### src/inc/cbs_pkg.sv
// Shared constants for the block sync and output port
package cbs_pkg;
   localparam int          DATA_W        = 8;
   localparam int          CNT_W         = 16;
   localparam int          APB_AW        = 8;
   // Register offsets
   localparam logic [7:0]  OFS_CTRL      = 8'h00;
   localparam logic [7:0]  OFS_SYNC      = 8'h04;
   localparam logic [7:0]  OFS_BLKLEN    = 8'h08;
   localparam logic [7:0]  OFS_STATUS    = 8'h0c;
   localparam logic [7:0]  OFS_MASK      = 8'h10;
   localparam logic [7:0]  OFS_CORR      = 8'h14;
   localparam logic [7:0]  OFS_STATE     = 8'h18;
   // Control fields
   localparam int          CTRL_ENABLE   = 0;
   localparam int          CTRL_DECODE   = 1;
   localparam int          CTRL_PARSEL   = 2;
   localparam int          CTRL_RESYNC   = 3;
   // Sync fields
   localparam int          SYNC_LEN_LSB  = 0;
   localparam int          SYNC_INT_LSB  = 4;
   // Status and mask bits
   localparam int          ST_MISS       = 0;
   localparam int          ST_CORR_INCREASE_FLAG     = 1;
   localparam int          ST_W          = 2;
   // Reset values
   localparam logic [2:0]  CTRL_RST      = 3'h0;
   localparam logic [7:0]  SYNC_RST      = 8'h00;
   localparam logic [15:0] BLKLEN_RST    = 16'h1000;
   localparam logic [1:0]  MASK_RST      = 2'h0;

   typedef enum {
      ST_OFF,
      ST_HUNT,
      ST_DATA,
      ST_STRIP,
      ST_CHECK
   } cbs_state_e;
endpackage : cbs_pkg

### src/inc/cbs_link_if.sv
// Link between the codec port and the far party
`timescale 1ns/1ps
interface cbs_link_if;
   logic [7:0] in_data;
   logic       in_sync;
   logic       in_ready;
   logic       in_accept;
   logic [7:0] out_data;
   logic       out_sync;
   logic       out_ready;
   logic       out_accept;

   modport dev (
      input  in_data, in_sync, in_ready, out_accept,
      output in_accept, out_data, out_sync, out_ready
   );
   modport far (
      output in_data, in_sync, in_ready, out_accept,
      input  in_accept, out_data, out_sync, out_ready
   );
endinterface : cbs_link_if

### src/logic/cbs_dev_end.sv
// Codec block sync, mark stripping and output port
//
// Chosen here: the register offsets and the APB interface to the registers.
`timescale 1ns/1ps
module cbs_dev_end
   import cbs_pkg::*;
(
   // Clock and reset
   input  wire logic                         i_core_clk,
   input  wire logic                         i_srst,
   // APB slave
   input  wire logic                         i_psel,
   input  wire logic                         i_penable,
   input  wire logic                         i_pwrite,
   input  wire logic [cbs_pkg::APB_AW-1:0]   i_paddr,
   input  wire logic [31:0]                  i_pwdata,
   output logic      [31:0]                  o_prdata,
   output logic                              o_pready,
   output logic                              o_pslverr,
   // Link
   cbs_link_if.dev                           lnk,
   // Words toward the coder core
   output logic      [cbs_pkg::DATA_W-1:0]   o_core_data,
   output logic                              o_core_first,
   output logic                              o_core_valid,
   input  wire logic                         i_core_ready,
   // Words from the output buffer
   input  wire logic [cbs_pkg::DATA_W-1:0]   i_blk_data,
   input  wire logic                         i_blk_first,
   input  wire logic                         i_blk_valid,
   output logic                              o_blk_ready,
   // Decoder status
   input  wire logic [9:0]                   i_corr_count,
   input  wire logic                         i_corr_inc,
   // Mode and interrupt
   output logic                              o_enable,
   output logic                              o_decode,
   output logic                              o_irq
);
   import cbs_pkg::*;
   logic [2:0]       ctrl_reg;
   logic [7:0]       sync_reg;
   logic [CNT_W-1:0] blklen_reg;
   logic [ST_W-1:0]  status_reg;
   logic [ST_W-1:0]  mask_reg;
   logic [31:0]      prdata_reg;
   logic             resync_reg;
   cbs_state_e       st_reg;
   logic [CNT_W-1:0] word_reg;
   logic [3:0]       blk_reg;
   logic [5:0]       strip_reg;
   logic             miss_pulse;
   logic [DATA_W-1:0] cdata_reg;
   logic             cfirst_reg;
   logic             cvalid_reg;
   logic [DATA_W-1:0] out_data_reg;
   logic             out_sync_reg;
   logic             ovalid_reg;
   logic [3:0]       oblk_reg;
   logic             wr_en;
   logic             setup_rd;
   logic             take;
   logic             fwd;
   logic             fwd_first;
   logic             blk_end;
   logic             load;
   logic             serial;
   logic [3:0]       mark_len;
   logic [3:0]       mark_int;
   logic [5:0]       strip_last;
   logic             mapped;
   assign mark_len   = sync_reg[SYNC_LEN_LSB +: 4];
   assign mark_int   = sync_reg[SYNC_INT_LSB +: 4];
   assign strip_last = {mark_len, 2'b00} - 6'h01;
   assign o_enable   = ctrl_reg[CTRL_ENABLE];
   assign o_decode   = ctrl_reg[CTRL_DECODE];
   // APB decode
   assign wr_en     = i_psel & i_penable & i_pwrite;
   assign setup_rd  = i_psel & ~i_penable & ~i_pwrite;
   assign mapped    = (i_paddr == OFS_CTRL) | (i_paddr == OFS_SYNC) | (i_paddr == OFS_BLKLEN) |
                      (i_paddr == OFS_STATUS) | (i_paddr == OFS_MASK) | (i_paddr == OFS_CORR) |
                      (i_paddr == OFS_STATE);
   assign o_pready  = 1'b1;
   assign o_pslverr = i_psel & i_penable & ~mapped;
   assign o_prdata  = prdata_reg;
   always_ff @(posedge i_core_clk) begin
      if (i_srst) begin
         ctrl_reg   <= CTRL_RST;
         sync_reg   <= SYNC_RST;
         blklen_reg <= BLKLEN_RST;
         mask_reg   <= MASK_RST;
      end else if (wr_en) begin
         if (i_paddr == OFS_CTRL) ctrl_reg <= i_pwdata[2:0];
         if (i_paddr == OFS_SYNC) sync_reg <= i_pwdata[7:0];
         if (i_paddr == OFS_BLKLEN) blklen_reg <= i_pwdata[CNT_W-1:0];
         if (i_paddr == OFS_MASK) mask_reg <= i_pwdata[ST_W-1:0];
      end
   end
   always_ff @(posedge i_core_clk) begin
      if (i_srst) resync_reg <= 1'b0;
      else resync_reg <= wr_en & (i_paddr == OFS_CTRL) & i_pwdata[CTRL_RESYNC];
   end
   always_ff @(posedge i_core_clk) begin
      if (i_srst) prdata_reg <= 32'h0;
      else if (setup_rd) begin
         unique case (i_paddr)
            OFS_CTRL:   prdata_reg <= {29'h0, ctrl_reg};
            OFS_SYNC:   prdata_reg <= {24'h0, sync_reg};
            OFS_BLKLEN: prdata_reg <= {16'h0, blklen_reg};
            OFS_STATUS: prdata_reg <= {30'h0, status_reg};
            OFS_MASK:   prdata_reg <= {30'h0, mask_reg};
            OFS_CORR:   prdata_reg <= {22'h0, i_corr_count};
            OFS_STATE:  prdata_reg <= {29'h0, st_reg == ST_HUNT, st_reg == ST_STRIP, st_reg == ST_CHECK};
            default:    prdata_reg <= 32'h0;
         endcase
      end
   end
   always_ff @(posedge i_core_clk) begin
      if (i_srst) status_reg <= '0;
      else begin
         status_reg <= (status_reg & ~((wr_en && i_paddr == OFS_STATUS) ? i_pwdata[ST_W-1:0] : '0))
                       | {i_corr_inc, miss_pulse};
      end
   end
   assign o_irq = |(status_reg & mask_reg);
   // Accept once enabled and core can take a word
   assign lnk.in_accept = o_enable & (st_reg != ST_OFF) & (~cvalid_reg | i_core_ready);
   // Data and sync taken on the same handshake
   assign take = lnk.in_ready & lnk.in_accept & ~resync_reg;
   assign blk_end = (word_reg == blklen_reg - 16'h0001);
   always_comb begin
      fwd       = 1'b0;
      fwd_first = 1'b0;
      miss_pulse = 1'b0;
      if (take) begin
         unique case (st_reg)
            // Hunt forwards only the sync word
            ST_HUNT: begin
               fwd       = lnk.in_sync;
               fwd_first = 1'b1;
            end
            ST_DATA: begin
               fwd       = 1'b1;
               fwd_first = (word_reg == '0);
            end
            // Sync must sit on the first kept word
            ST_CHECK: begin
               fwd        = 1'b1;
               fwd_first  = 1'b1;
               miss_pulse = ~lnk.in_sync;
            end
            ST_STRIP, ST_OFF: fwd = 1'b0;
         endcase
      end
   end
   always_ff @(posedge i_core_clk) begin
      if (i_srst) begin
         st_reg    <= ST_OFF;
         word_reg  <= '0;
         blk_reg   <= 4'h0;
         strip_reg <= 6'h00;
      end else if (!o_enable) begin
         st_reg <= ST_OFF;
      end else if (st_reg == ST_OFF || (resync_reg && o_decode)) begin
         // Resync restarts the hunt for sync
         st_reg    <= o_decode ? ST_HUNT : ST_DATA;
         word_reg  <= '0;
         blk_reg   <= 4'h0;
         strip_reg <= 6'h00;
      end else if (take) begin
         unique case (st_reg)
            ST_HUNT: begin
               if (lnk.in_sync) begin
                  st_reg   <= ST_DATA;
                  word_reg <= 16'h0001;
               end
            end
            ST_DATA, ST_CHECK: begin
               st_reg   <= ST_DATA;
               word_reg <= (st_reg == ST_CHECK) ? 16'h0001 : word_reg + 16'h0001;
               if (st_reg == ST_DATA && blk_end) begin
                  word_reg <= '0;
                  if (o_decode && mark_int != 4'h0) begin
                     if (blk_reg + 4'h1 == mark_int) begin
                        blk_reg <= 4'h0;
                        st_reg  <= (mark_len != 4'h0) ? ST_STRIP : ST_CHECK;
                     end else begin
                        blk_reg <= blk_reg + 4'h1;
                     end
                  end
               end
            end
            // Drop four words per mark_len unit
            ST_STRIP: begin
               if (strip_reg == strip_last) begin
                  strip_reg <= 6'h00;
                  st_reg    <= ST_CHECK;
               end else begin
                  strip_reg <= strip_reg + 6'h01;
               end
            end
            ST_OFF: st_reg <= ST_OFF;
         endcase
      end
   end
   // Word register toward the core
   always_ff @(posedge i_core_clk) begin
      if (i_srst) begin
         cvalid_reg <= 1'b0;
         cdata_reg  <= '0;
         cfirst_reg <= 1'b0;
      end else if (fwd) begin
         cvalid_reg <= 1'b1;
         cdata_reg  <= lnk.in_data;
         cfirst_reg <= fwd_first;
      end else if (i_core_ready) begin
         cvalid_reg <= 1'b0;
      end
   end
   assign o_core_data  = cdata_reg;
   assign o_core_first = cfirst_reg;
   assign o_core_valid = cvalid_reg;
   // Output side runs independent of resync
   // Word leaves on ready and accept
   assign lnk.out_ready = ovalid_reg;
   assign o_blk_ready   = ~ovalid_reg | lnk.out_accept;
   assign load          = i_blk_valid & o_blk_ready;
   // Serial unless decode with byte select
   assign serial        = ~o_decode | ~ctrl_reg[CTRL_PARSEL];
   always_ff @(posedge i_core_clk) begin
      if (i_srst) begin
         ovalid_reg <= 1'b0;
         out_data_reg  <= '0;
         out_sync_reg  <= 1'b0;
      end else if (load) begin
         ovalid_reg <= 1'b1;
         out_data_reg  <= serial ? {7'h00, i_blk_data[0]} : i_blk_data;
         // Every decoded block start; every Nth encoded
         out_sync_reg  <= o_decode ? i_blk_first : (i_blk_first && oblk_reg == 4'h0 && mark_int != 4'h0);
      end else if (lnk.out_accept) begin
         ovalid_reg <= 1'b0;
      end
   end
   // Output block counter for encode marks
   always_ff @(posedge i_core_clk) begin
      if (i_srst || !o_enable) oblk_reg <= 4'h0;
      else if (load && i_blk_first) oblk_reg <= (oblk_reg + 4'h1 >= mark_int) ? 4'h0 : oblk_reg + 4'h1;
   end
   assign lnk.out_data = out_data_reg;
   assign lnk.out_sync = out_sync_reg;
endmodule : cbs_dev_end

### src/flat_wrapper.sv
// flat-port wrapper written by rule: the top's interface ports become plain ports
module cbs_dev_end_flat import cbs_pkg::*;
  (i_core_clk, i_srst, i_psel, i_penable, i_pwrite, i_paddr, i_pwdata, o_prdata, o_pready, o_pslverr, o_core_data, o_core_first, o_core_valid, i_core_ready, i_blk_data, i_blk_first, i_blk_valid, o_blk_ready, i_corr_count, i_corr_inc, o_enable, o_decode, o_irq, lnk_in_data, lnk_in_sync, lnk_in_ready, lnk_out_accept, lnk_in_accept, lnk_out_data, lnk_out_sync, lnk_out_ready);
  cbs_link_if lnk_i ();
  input  wire logic i_core_clk;
  input  wire logic i_srst;
  input  wire logic i_psel;
  input  wire logic i_penable;
  input  wire logic i_pwrite;
  input  wire logic [cbs_pkg::APB_AW-1:0] i_paddr;
  input  wire logic [31:0] i_pwdata;
  output logic      [31:0] o_prdata;
  output logic o_pready;
  output logic o_pslverr;
  output logic      [cbs_pkg::DATA_W-1:0] o_core_data;
  output logic o_core_first;
  output logic o_core_valid;
  input  wire logic i_core_ready;
  input  wire logic [cbs_pkg::DATA_W-1:0] i_blk_data;
  input  wire logic i_blk_first;
  input  wire logic i_blk_valid;
  output logic o_blk_ready;
  input  wire logic [9:0] i_corr_count;
  input  wire logic i_corr_inc;
  output logic o_enable;
  output logic o_decode;
  output logic o_irq;
  input wire logic [$bits(lnk_i.in_data)-1:0] lnk_in_data;
  input wire logic [$bits(lnk_i.in_sync)-1:0] lnk_in_sync;
  input wire logic [$bits(lnk_i.in_ready)-1:0] lnk_in_ready;
  input wire logic [$bits(lnk_i.out_accept)-1:0] lnk_out_accept;
  output wire logic [$bits(lnk_i.in_accept)-1:0] lnk_in_accept;
  output wire logic [$bits(lnk_i.out_data)-1:0] lnk_out_data;
  output wire logic [$bits(lnk_i.out_sync)-1:0] lnk_out_sync;
  output wire logic [$bits(lnk_i.out_ready)-1:0] lnk_out_ready;
  assign lnk_i.in_data = lnk_in_data;
  assign lnk_i.in_sync = lnk_in_sync;
  assign lnk_i.in_ready = lnk_in_ready;
  assign lnk_i.out_accept = lnk_out_accept;
  assign lnk_in_accept = lnk_i.in_accept;
  assign lnk_out_data = lnk_i.out_data;
  assign lnk_out_sync = lnk_i.out_sync;
  assign lnk_out_ready = lnk_i.out_ready;
  cbs_dev_end u_core (.i_core_clk(i_core_clk), .i_srst(i_srst), .i_psel(i_psel), .i_penable(i_penable), .i_pwrite(i_pwrite), .i_paddr(i_paddr), .i_pwdata(i_pwdata), .o_prdata(o_prdata), .o_pready(o_pready), .o_pslverr(o_pslverr), .lnk(lnk_i), .o_core_data(o_core_data), .o_core_first(o_core_first), .o_core_valid(o_core_valid), .i_core_ready(i_core_ready), .i_blk_data(i_blk_data), .i_blk_first(i_blk_first), .i_blk_valid(i_blk_valid), .o_blk_ready(o_blk_ready), .i_corr_count(i_corr_count), .i_corr_inc(i_corr_inc), .o_enable(o_enable), .o_decode(o_decode), .o_irq(o_irq));
endmodule
### config.mk
export PLATFORM = sky130hd
export DESIGN_NAME = cbs_dev_end_flat
export DESIGN_NICKNAME = d
export VERILOG_FILES = /design/src/inc/cbs_pkg.sv /design/src/inc/cbs_link_if.sv /design/src/logic/cbs_dev_end.sv /design/src/flat_wrapper.sv
export SDC_FILE = /design/constraint.sdc
export NUM_CORES = 1
export LEC_CHECK = 0
export ABC_CLOCK_PERIOD_IN_PS = 6500
export BUFFER_PORTS_ARGS = -buffer_cell sky130_fd_sc_hd__buf_2
export CAP_MARGIN = 10
export CORE_ASPECT_RATIO = 1.75
export CORE_MARGIN = 2
export CORE_UTILIZATION = 59
export DETAILED_ROUTE_END_ITERATION = 12
export PLACE_DENSITY_LB_ADDON = 0.12
export SYNTH_ARGS = -nofsm -noshare
export SYNTH_HDL_FRONTEND = slang
export SYNTH_SLANG_ARGS = --single-unit
export TNS_END_PERCENT = 50
### constraint.sdc
create_clock -name i_core_clk -period 6.5 [get_ports i_core_clk]
set_input_delay 0.975 -clock i_core_clk [delete_from_list [all_inputs] [get_ports i_core_clk]]
set_output_delay 0.975 -clock i_core_clk [all_outputs]
set_load 0.01 [all_outputs]
==> results.cfg, run 1 <==
[power_and_ir_drop]
p_per_area_mw_per_mm2 = 188
power_mw = 1.24
peakVddDrop_mv = 0.169
p_leak_nw = 2.55

[sta]
fin_worst_skew_ns = 0.00782
tns_ns = 0
maxSlewViolCount = 0
finalCritPeriodShare = 0.537
slew_headroom = 0.211
fmax_ghz = 0.287
hold_violations = 0
worst_pin_slew_ns = 1.18
setup_slack_ns = 3.01
grt_setup_unrepaired = no
setup_viol = 0
min_period_ns = 3.49

[global_route]
grt_overflow = 0
use_met3 = 0.0498
grt_pass1_wl_um = 26900
grt.total_usage = 0.315
antenna_found_initial = 0
grt_max_degree = 95
met1_usage = 0.336
grt_pass1_vias = 5725
met2_usage = 0.555
grt_busiest_layer = met2

[synthesis]
synth_area_per_cell_um2 = 7.96
netlist_instances = 740
synth-seq-cells = 101
synth_top_cell_by_area = dfxtp_1
async_flop_share = 0
synth_cell_types = 77
ys_seq_area_frac = 0.343
synthTopCellsByArea = dfxtp_1 34%, nand2_1 6.1%, a21oi_1 5.3%, mux2i_1 5.3%, nor2_1 4.7%
ys.flop_type = dfxtp_1
synth_edf_count = 0
synthTopCellsByCount = 101 x dfxtp_1, 96 x nand2_1, 74 x nor2_1, 62 x a21oi_1, 33 x clkbuf_1
synth_warnings = 0
yosysMostFrequentCell = dfxtp_1
synthesis.area_mm2 = 0.00589
yosysTopAreaCellShare = 0.343

[finish]
fillCellCount = 882
area_growth_pct = 12.0
fin_nets = 898
n_antenna_cell = 0
drive_gt1_frac = 0.177

[clock_tree]
post_cts_buffers = 0
clkLatencyLatePin_ns = 0.35
htree_levels = 3
cts_tree = done
clockBufferDepth = 2
post_cts_resized = 0
root_buffer = clkbuf_16
clk_pin_slew_ns = 0.07
cts_hold_buf = 0
cts_inserted_buffers = 9
clock-sinks = 101

[floorplan]
die_w_um = 79.5
die_height_um = 136
num_rows = 48
pin_count = 137
start_util = 0.602
core_mm2 = 0.00979
dieArea_mm2 = 0.0108

[critical_path]
cp.required_ns = 5.52
worst_setup_path_start_kind = primary input
cpMostUsedCell = buf_2
worstPathCellList = buf_2, nor3_1, nand3_1, and4_1, buf_2
rr_worst_depth = 10
endpoint_kind = output port
worst-endpoint-arrival_ns = 2.51
r2r-end = u_core.word_reg[14]
cp_max_fo = 8
max_stage_delay_ns = 0.59
crit_slowest_cell = nor3_1
r2r_setup_slack_ns = 3.05
timing_worst_setup_path_type = primary input to output port
critPathCapture = o_pslverr
cp-startpoint = i_paddr[2]
r2r_start = u_core.blklen_reg[0]

[drt]
drt-initial-drc-count = 316
route.detailed.drc = 0
wirelength_um = 16700
dr_total_vias = 5798
ant_nets = 0
drtPass1Iterations = 5
wire_per_inst_um = 17.9
drt-vias-per-instance = 6.19

[status]
status = finished clean

[flow_run]
maxCapViolCount = 0

[placement]
dp_slack_ns = 3.10
routabilityCongestion = 0.960
numPortBuffers = 103
hpwl_um = 12400

[min_path]
hold_path_class = flop to flop
hold_depth = 2
power breakdown:
part / switching, mW / internal, mW / total (mW)
Clock: 0.246 / 0.302 / 0.549
Sequential: 0.00252 / 0.622 / 0.625
Combinational: 0.0414 / 0.0245 / 0.0659
Total: 0.290 / 0.949 / 1.24
kinds of logic after synthesis:
logic type / share of synthesized area
fa+ha+maj: 0.0276
flops: 0.343
buf+inv: 0.0724
compound gates: 0.158
simple gates: 0.291
xor+xnor: 0.0535
other cells: 0.00127
mux: 0.0527
stage by stage:
step	std cells	area, µm²	hold WS (ns)	utilization
6_report	937	6600	0.451	0.674
5_1_grt	937	6600	0.480	0.674
4_1_cts	937	6600	0.453	0.674
3_5_place_dp	921	6300	0.443	0.643
3_3_place_gp	921	6300	0.437	0.643
2_1_floorplan	755	5950	0.454	-
cell usage in the layout (no fill, tap or decap), drive strengths merged, types with 3 or more instances in the layout:
| master | count |
|---|---|
| a211oi | 7 |
| a21oi | 63 |
| a221oi | 5 |
| a222oi | 3 |
| a22oi | 7 |
| a311oi | 4 |
| a31oi | 8 |
| and2 | 6 |
| and3 | 13 |
| and4 | 5 |
| buf | 106 |
| clkbuf | 10 |
| conb | 17 |
| dfxtp | 101 |
| ha | 13 |
| inv | 21 |
| mux2i | 31 |
| nand2 | 96 |
| nand2b | 8 |
| nand3 | 27 |
| nand3b | 4 |
| nand4 | 30 |
| nand4b | 3 |
| nor2 | 74 |
| nor2b | 5 |
| nor3 | 16 |
| nor3b | 9 |
| nor4 | 10 |
| nor4b | 3 |
| o211ai | 3 |
| o21ai | 15 |
| o22ai | 3 |
| o31ai | 4 |
| or2 | 3 |
| or3 | 7 |
| or4 | 4 |
| xnor2 | 19 |
| xor2 | 17 |
critical path: cells and delay by family:
family,cells,cell delay [ns]
buf+inv,2,0.25
simple gates,3,1.29
how the worst min path moves through the flow:
stage | start | endpoint | slack, ns
after floorplan | u_core.strip_reg[1] | u_core.strip_reg[1] | 0.45
after global placement | u_core.lnk.out_data[4] | u_core.lnk.out_data[4] | 0.44
after detailed placement | u_core.lnk.out_data[4] | u_core.lnk.out_data[4] | 0.44
after CTS | u_core.lnk.out_data[7] | u_core.lnk.out_data[7] | 0.45
after global routing | u_core.lnk.out_data[2] | u_core.lnk.out_data[2] | 0.48
final | u_core.lnk.out_data[1] | u_core.lnk.out_data[1] | 0.45
routing by layer:
layer / part of all wire / wire (µm) / vias up
met5: 0 / 0 / -
met4: 0.060 / 1010 / 0
met3: 0.048 / 808 / 69
met2: 0.52 / 8780 / 230
met1: 0.37 / 6140 / 2755
li1: - / - / 2744
cell type report:
cell class                      instances  area [µm²]  area share
Sequential cell                       101        2020       0.307
Tap cell                              125         156      0.0237
Multi-Input combinational cell        570        3510       0.532
Clock buffer                           10         229      0.0347
Timing Repair Buffer                  106         538      0.0816
Clock inverter                          6        71.3      0.0108
Inverter                               19        71.3      0.0108
(Power assumes the default switching activity.)
==> run 2, diff against run 1 <==
ABC_AREA = 1   (was not set)
ABC_CLOCK_PERIOD_IN_PS = 3000   (was 6500)
CORE_UTILIZATION = 49   (was 59)
clock period = 3 ns   (was 6.5 ns; I/O delays follow)
==> results.cfg, run 2 <==
[synthesis]
ys.flop_type = dfxtp_1
synthesis.area_mm2 = 0.00592
async_flop_share = 0
synth_cell_types = 54
synth-seq-cells = 101
synth_top_cell_by_area = dfxtp_1
synthTopCellsByArea = dfxtp_1 34%, nand2_1 12%, nor2_1 6.4%, a21oi_1 5.8%, inv_1 5.4%
synth_edf_count = 0
synth_area_per_cell_um2 = 6.89
synth_warnings = 0
synthTopCellsByCount = 182 x nand2_1, 101 x dfxtp_1, 101 x nor2_1, 85 x inv_1, 69 x a21oi_1
yosysTopAreaCellShare = 0.342
netlist_instances = 859
ys_seq_area_frac = 0.342
yosysMostFrequentCell = nand2_1

[critical_path]
cp_max_fo = 8
max_stage_delay_ns = 0.35
worst-endpoint-arrival_ns = 2.63
crit_slowest_cell = dfxtp_1
timing_worst_setup_path_type = flop to flop
worst_setup_path_start_kind = flop
endpoint_kind = flop
cp.required_ns = 3.29
cpMostUsedCell = nand2_1
critical_path_buf_inv_count = 1
worstPathCellList = inv_2, ha_1, nand2_1, nor2_2, nand2_1, o21ai_0, nand3_1, nor3_4, nand2_4, nand2_4, nand3_4, nand2_1, nand2_1, nor2_1
critPathTopFamily = simple AND/OR/NAND/NOR gates

[status]
status = finished clean

[clock_tree]
root_buffer = clkbuf_16
htree_levels = 3
cts_tree = done
clkLatencyLatePin_ns = 0.35
post_cts_buffers = 0
clockBufferDepth = 2
clock-sinks = 101
post_cts_resized = 0
cts_hold_buf = 0
cts_inserted_buffers = 9
clk_pin_slew_ns = 0.08

[finish]
final_cell_mix = 182 x nand2_1, 103 x buf_2, 101 x nor2_1, 101 x dfxtp_1, 85 x inv_1
area_growth_pct = 14.3
postLayoutCellArea_mm2 = 0.00676
drive_gt1_frac = 0.206
final_common_cell = nand2_1
fin_nets = 1045
fillCellCount = 1207
n_antenna_cell = 0
utilization = 0.570

[placement]
dpl_cell_area_mm2 = 0.00647
hpwl_um = 12100
numPortBuffers = 103
routabilityCongestion = 0.872

[floorplan]
pin_count = 137
start_util = 0.498
num_rows = 53
die_w_um = 87.1
die_height_um = 149
core_mm2 = 0.0119
dieArea_mm2 = 0.0130

[sta]
fin_hold_ws_ns = 0.308
hold_violations = 0
worst_pin_slew_ns = 0.639
slew_headroom = 0.570
grt_setup_unrepaired = no
setup_viol = 0
finalCritPeriodShare = 0.778
min_period_ns = 2.33
fmax_ghz = 0.428
maxSlewViolCount = 0
fin_worst_skew_ns = 0.0112
tns_ns = 0

[global_route]
grt_overflow = 0
grt.total_usage = 0.242
grt_pass1_vias = 5304
grt_pass1_wl_um = 24800
antenna_found_initial = 0
grt_max_degree = 34

[drt]
wire_per_inst_um = 14.0
drt-initial-drc-count = 179
drt-vias-per-instance = 5.18
wirelength_um = 15300
route.detailed.drc = 0
ant_nets = 0
dr_total_vias = 5678
drtPass1Iterations = 5

[min_path]
hold_path_class = primary input to flop

[power_and_ir_drop]
p_leak_nw = 3.01
power.switching_mw = 0.662
switching_share = 0.250
power_frac_seq = 0.511
clockPowerShare = 0.437
comb_power_share = 0.052
peakVddDrop_mv = 0.279
power_mw = 2.64
internal-power_mw = 1.98
p_per_area_mw_per_mm2 = 391

[flow_run]
maxCapViolCount = 0
[run 2: cell types whose count changed after synthesis, sizes merged, moves of 10 or more]
cell,change
a21oi,+17
and3,-12
clkbuf,-21
inv,+78
mux2i,-31
nand2,+107
nand4,-24
nor2,+42
o21ai,+53
xnor2,-10
[run 2: worst register-to-register path, stage by stage, from the launching register on]
cell and delay [ns]:
dfxtp_1 0.35, inv_2 0.12, ha_1 0.24, nand2_1 0.09, nor2_2 0.12, nand2_1 0.12
o21ai_0 0.18, nand3_1 0.15, nor3_4 0.29, nand2_4 0.12, nand2_4 0.14, nand3_4 0.13
nand2_1 0.10, nand2_1 0.06, nor2_1 0.08
[run 2: routing by layer]
| metal | up-vias | global-route usage | part of all wire |
|---|---|---|---|
| met5 | - | 0 | 0 |
| met4 | 0 | 0.0977 | 0.030 |
| met1 | 2552 | 0.277 | 0.40 |
| met2 | 151 | 0.438 | 0.52 |
| met3 | 33 | 0.0387 | 0.045 |
| li1 | 2942 | - | - |
[run 2: final cells by class]
cell class / instances / area [µm²] / share of cell area
tap: 137 / 171 / 0.0254
multi-input combinational: 632 / 3330 / 0.493
sequential: 101 / 2020 / 0.299
clock buffer: 9 / 225 / 0.0333
inverter: 101 / 380 / 0.0563
clock inverter: 7 / 67.6 / 0.00999
timing repair buffer: 109 / 561 / 0.0829
[run 2: final timing paths]
check,from,slack (ns),cells after the start,end
max,u_core.blklen_reg[0],0.67,14,u_core.blk_reg[0]
min,i_corr_inc,0.31,3,u_core.status_reg[1]
max reg2reg,u_core.blklen_reg[0],0.67,14,u_core.blk_reg[0]
min reg2reg,u_core.lnk.out_data[5],0.46,2,u_core.lnk.out_data[5]
[run 2: power by group through the flow]
stage                     combinational (mW)  clock [mW]  sequential (mW)
after global routing                   0.153        1.23             1.35
after CTS                              0.137        1.18             1.35
after detailed placement               0.137           0             1.38
after floorplan                       0.0807           0             1.38
after global placement                 0.137           0             1.38
final                                  0.137        1.16             1.35
[run 2: stage by stage]
step | std cells | worst slack, ns
after floorplan | 874 | 1.07
after global placement | 1080 | 0.565
after detailed placement | 1080 | 0.503
after CTS | 1096 | 0.653
after global routing | 1096 | 0.474
final | 1096 | 0.665
[run 2: cell families (layout without fill, tap and decap cells)]
group / count (synthesis) / in the layout / synth area share
AO/OA/AOI/OAI: 174 / 174 / 0.169
XOR/XNOR: 27 / 27 / 0.0400
adder cells (fa/ha/maj): 13 / 13 / 0.0275
buffers and inverters: 141 / 226 / 0.105
flip-flops: 101 / 101 / 0.342
other: 2 / 17 / 0.00127
AND/OR/NAND/NOR: 401 / 401 / 0.316
==> run 3, diff against run 2 <==
ABC_CLOCK_PERIOD_IN_PS = 2200   (was 3000)
CORE_UTILIZATION = 55   (was 49)
clock period = 2.2 ns   (was 3 ns; I/O delays follow)
==> results.cfg, run 3 (synthesized netlist as in run 2, its figures left out) <==
[status]
status = finished clean

[floorplan]
core_mm2 = 0.0106
dieArea_mm2 = 0.0116
die_height_um = 141
num_rows = 50
die_w_um = 82.4
start_util = 0.560
pin_count = 137

[critical_path]
cp.required_ns = 2.50
cp-startpoint = u_core.st_reg[0]
timing_worst_setup_path_type = flop to flop
worst_setup_path_start_kind = flop
r2r_start = u_core.st_reg[0]
worst-endpoint-arrival_ns = 2.36
endpoint_kind = flop
cp_max_fo = 12
rr_worst_depth = 10

[placement]
numPortBuffers = 103
hpwl_um = 11900
dp_cells = 1093
routabilityCongestion = 0.953

[global_route]
antenna_found_initial = 0
grt_overflow = 0
grt_max_degree = 34
grt_pass1_wl_um = 25000
grt.total_usage = 0.275
grt_pass1_vias = 5486

[finish]
final_cells = 1111
fin_nets = 1067
area_growth_pct = 17.3
drive_gt1_frac = 0.229
n_antenna_cell = 0
final_cell_mix = 181 x nand2_1, 103 x buf_2, 101 x nor2_1, 100 x dfxtp_1, 84 x inv_1
utilization = 0.656
final_common_cell = nand2_1

[sta]
hold_violations = 0
fmax_ghz = 0.485
worst_pin_slew_ns = 0.651
grt_setup_unrepaired = no
min_period_ns = 2.06
fin_worst_skew_ns = 0.00854
slew_headroom = 0.565
maxSlewViolCount = 0
tns_ns = 0
finalCritPeriodShare = 0.938
setup_viol = 0

[clock_tree]
root_buffer = clkbuf_16
clock-sinks = 101
clk_pin_slew_ns = 0.07
clockBufferDepth = 2
htree_levels = 3
cts_tree = done
cts_inserted_buffers = 9
cts_hold_buf = 0
clkLatencyLatePin_ns = 0.36

[flow_run]
maxCapViolCount = 0

[min_path]
hold_path_class = primary input to flop
hold_depth = 3
hp-start = i_corr_inc

[power_and_ir_drop]
peakVddDrop_mv = 0.429
p_per_area_mw_per_mm2 = 518
p_leak_nw = 3.12

[drt]
ant_nets = 0
dr_total_vias = 5821
drtPass1Iterations = 4
route.detailed.drc = 0
drt-initial-drc-count = 225
drt-vias-per-instance = 5.24
wirelength_um = 15300
wire_per_inst_um = 13.7
-- run 3: metal layers --
metal | vias up | GRT usage | share of wire
met4 | 0 | 0.124 | 0.042
met3 | 49 | 0.0480 | 0.053
met2 | 189 | 0.484 | 0.51
li1 | 2983 | - | -
met5 | - | 0 | 0
met1 | 2600 | 0.314 | 0.40
-- run 3: timing repair --
action | CTS | global route
setup endpoints to repair | 0 | 22
resized for setup | 0 | 8
setup buffers | 0 | 2
-- run 3: area by class of cell --
class | count | area [µm²]
fillers | 1012 | 3630
inverters | 101 | 380
repair buffers | 131 | 726
flip-flops and latches | 101 | 2020
clock inverters | 6 | 58.8
multi-input cells | 632 | 3360
clock buffers | 10 | 229
well taps | 130 | 163
-- run 3: through the flow --
step                      setup WS [ns]  total power, mW  instance area (µm²)  hold WS [ns]
after floorplan                   0.267             2.00                 5970         0.444
after global placement            0.147             2.08                 6610         0.448
after detailed placement         0.0828             2.08                 6610         0.453
after CTS                        0.0723             3.61                 6900         0.184
after global routing            0.00982             3.71                 6940         0.190
final                             0.136             3.59                 6940         0.182
-- run 3: where the power goes --
group	leakage [nW]	internal, mW	switching, mW	total [mW]
clock	0.136	0.788	0.769	1.56
sequential	0.815	1.84	0.00520	1.84
combinational	2.16	0.0744	0.121	0.196
total	3.12	2.70	0.895	3.59
-- run 3: path summary, 6_finish.rpt --
path | slack [ns] | to
max | 0.14 | u_core.word_reg[0]
min | 0.18 | u_core.status_reg[1]
max reg2reg | 0.14 | u_core.word_reg[0]
min reg2reg | 0.46 | u_core.lnk.out_data[2]
-- run 3: worst max-delay path: stages (launching register included) --
cell      delay (ns)
dfxtp_1         0.36
inv_2           0.08
nand2_2         0.07
nor2_2          0.21
a21oi_4         0.11
nand3_1         0.16
nand2_2         0.08
nor3_4          0.25
clkinv_2        0.32
a21oi_1         0.23
o21a_1          0.14
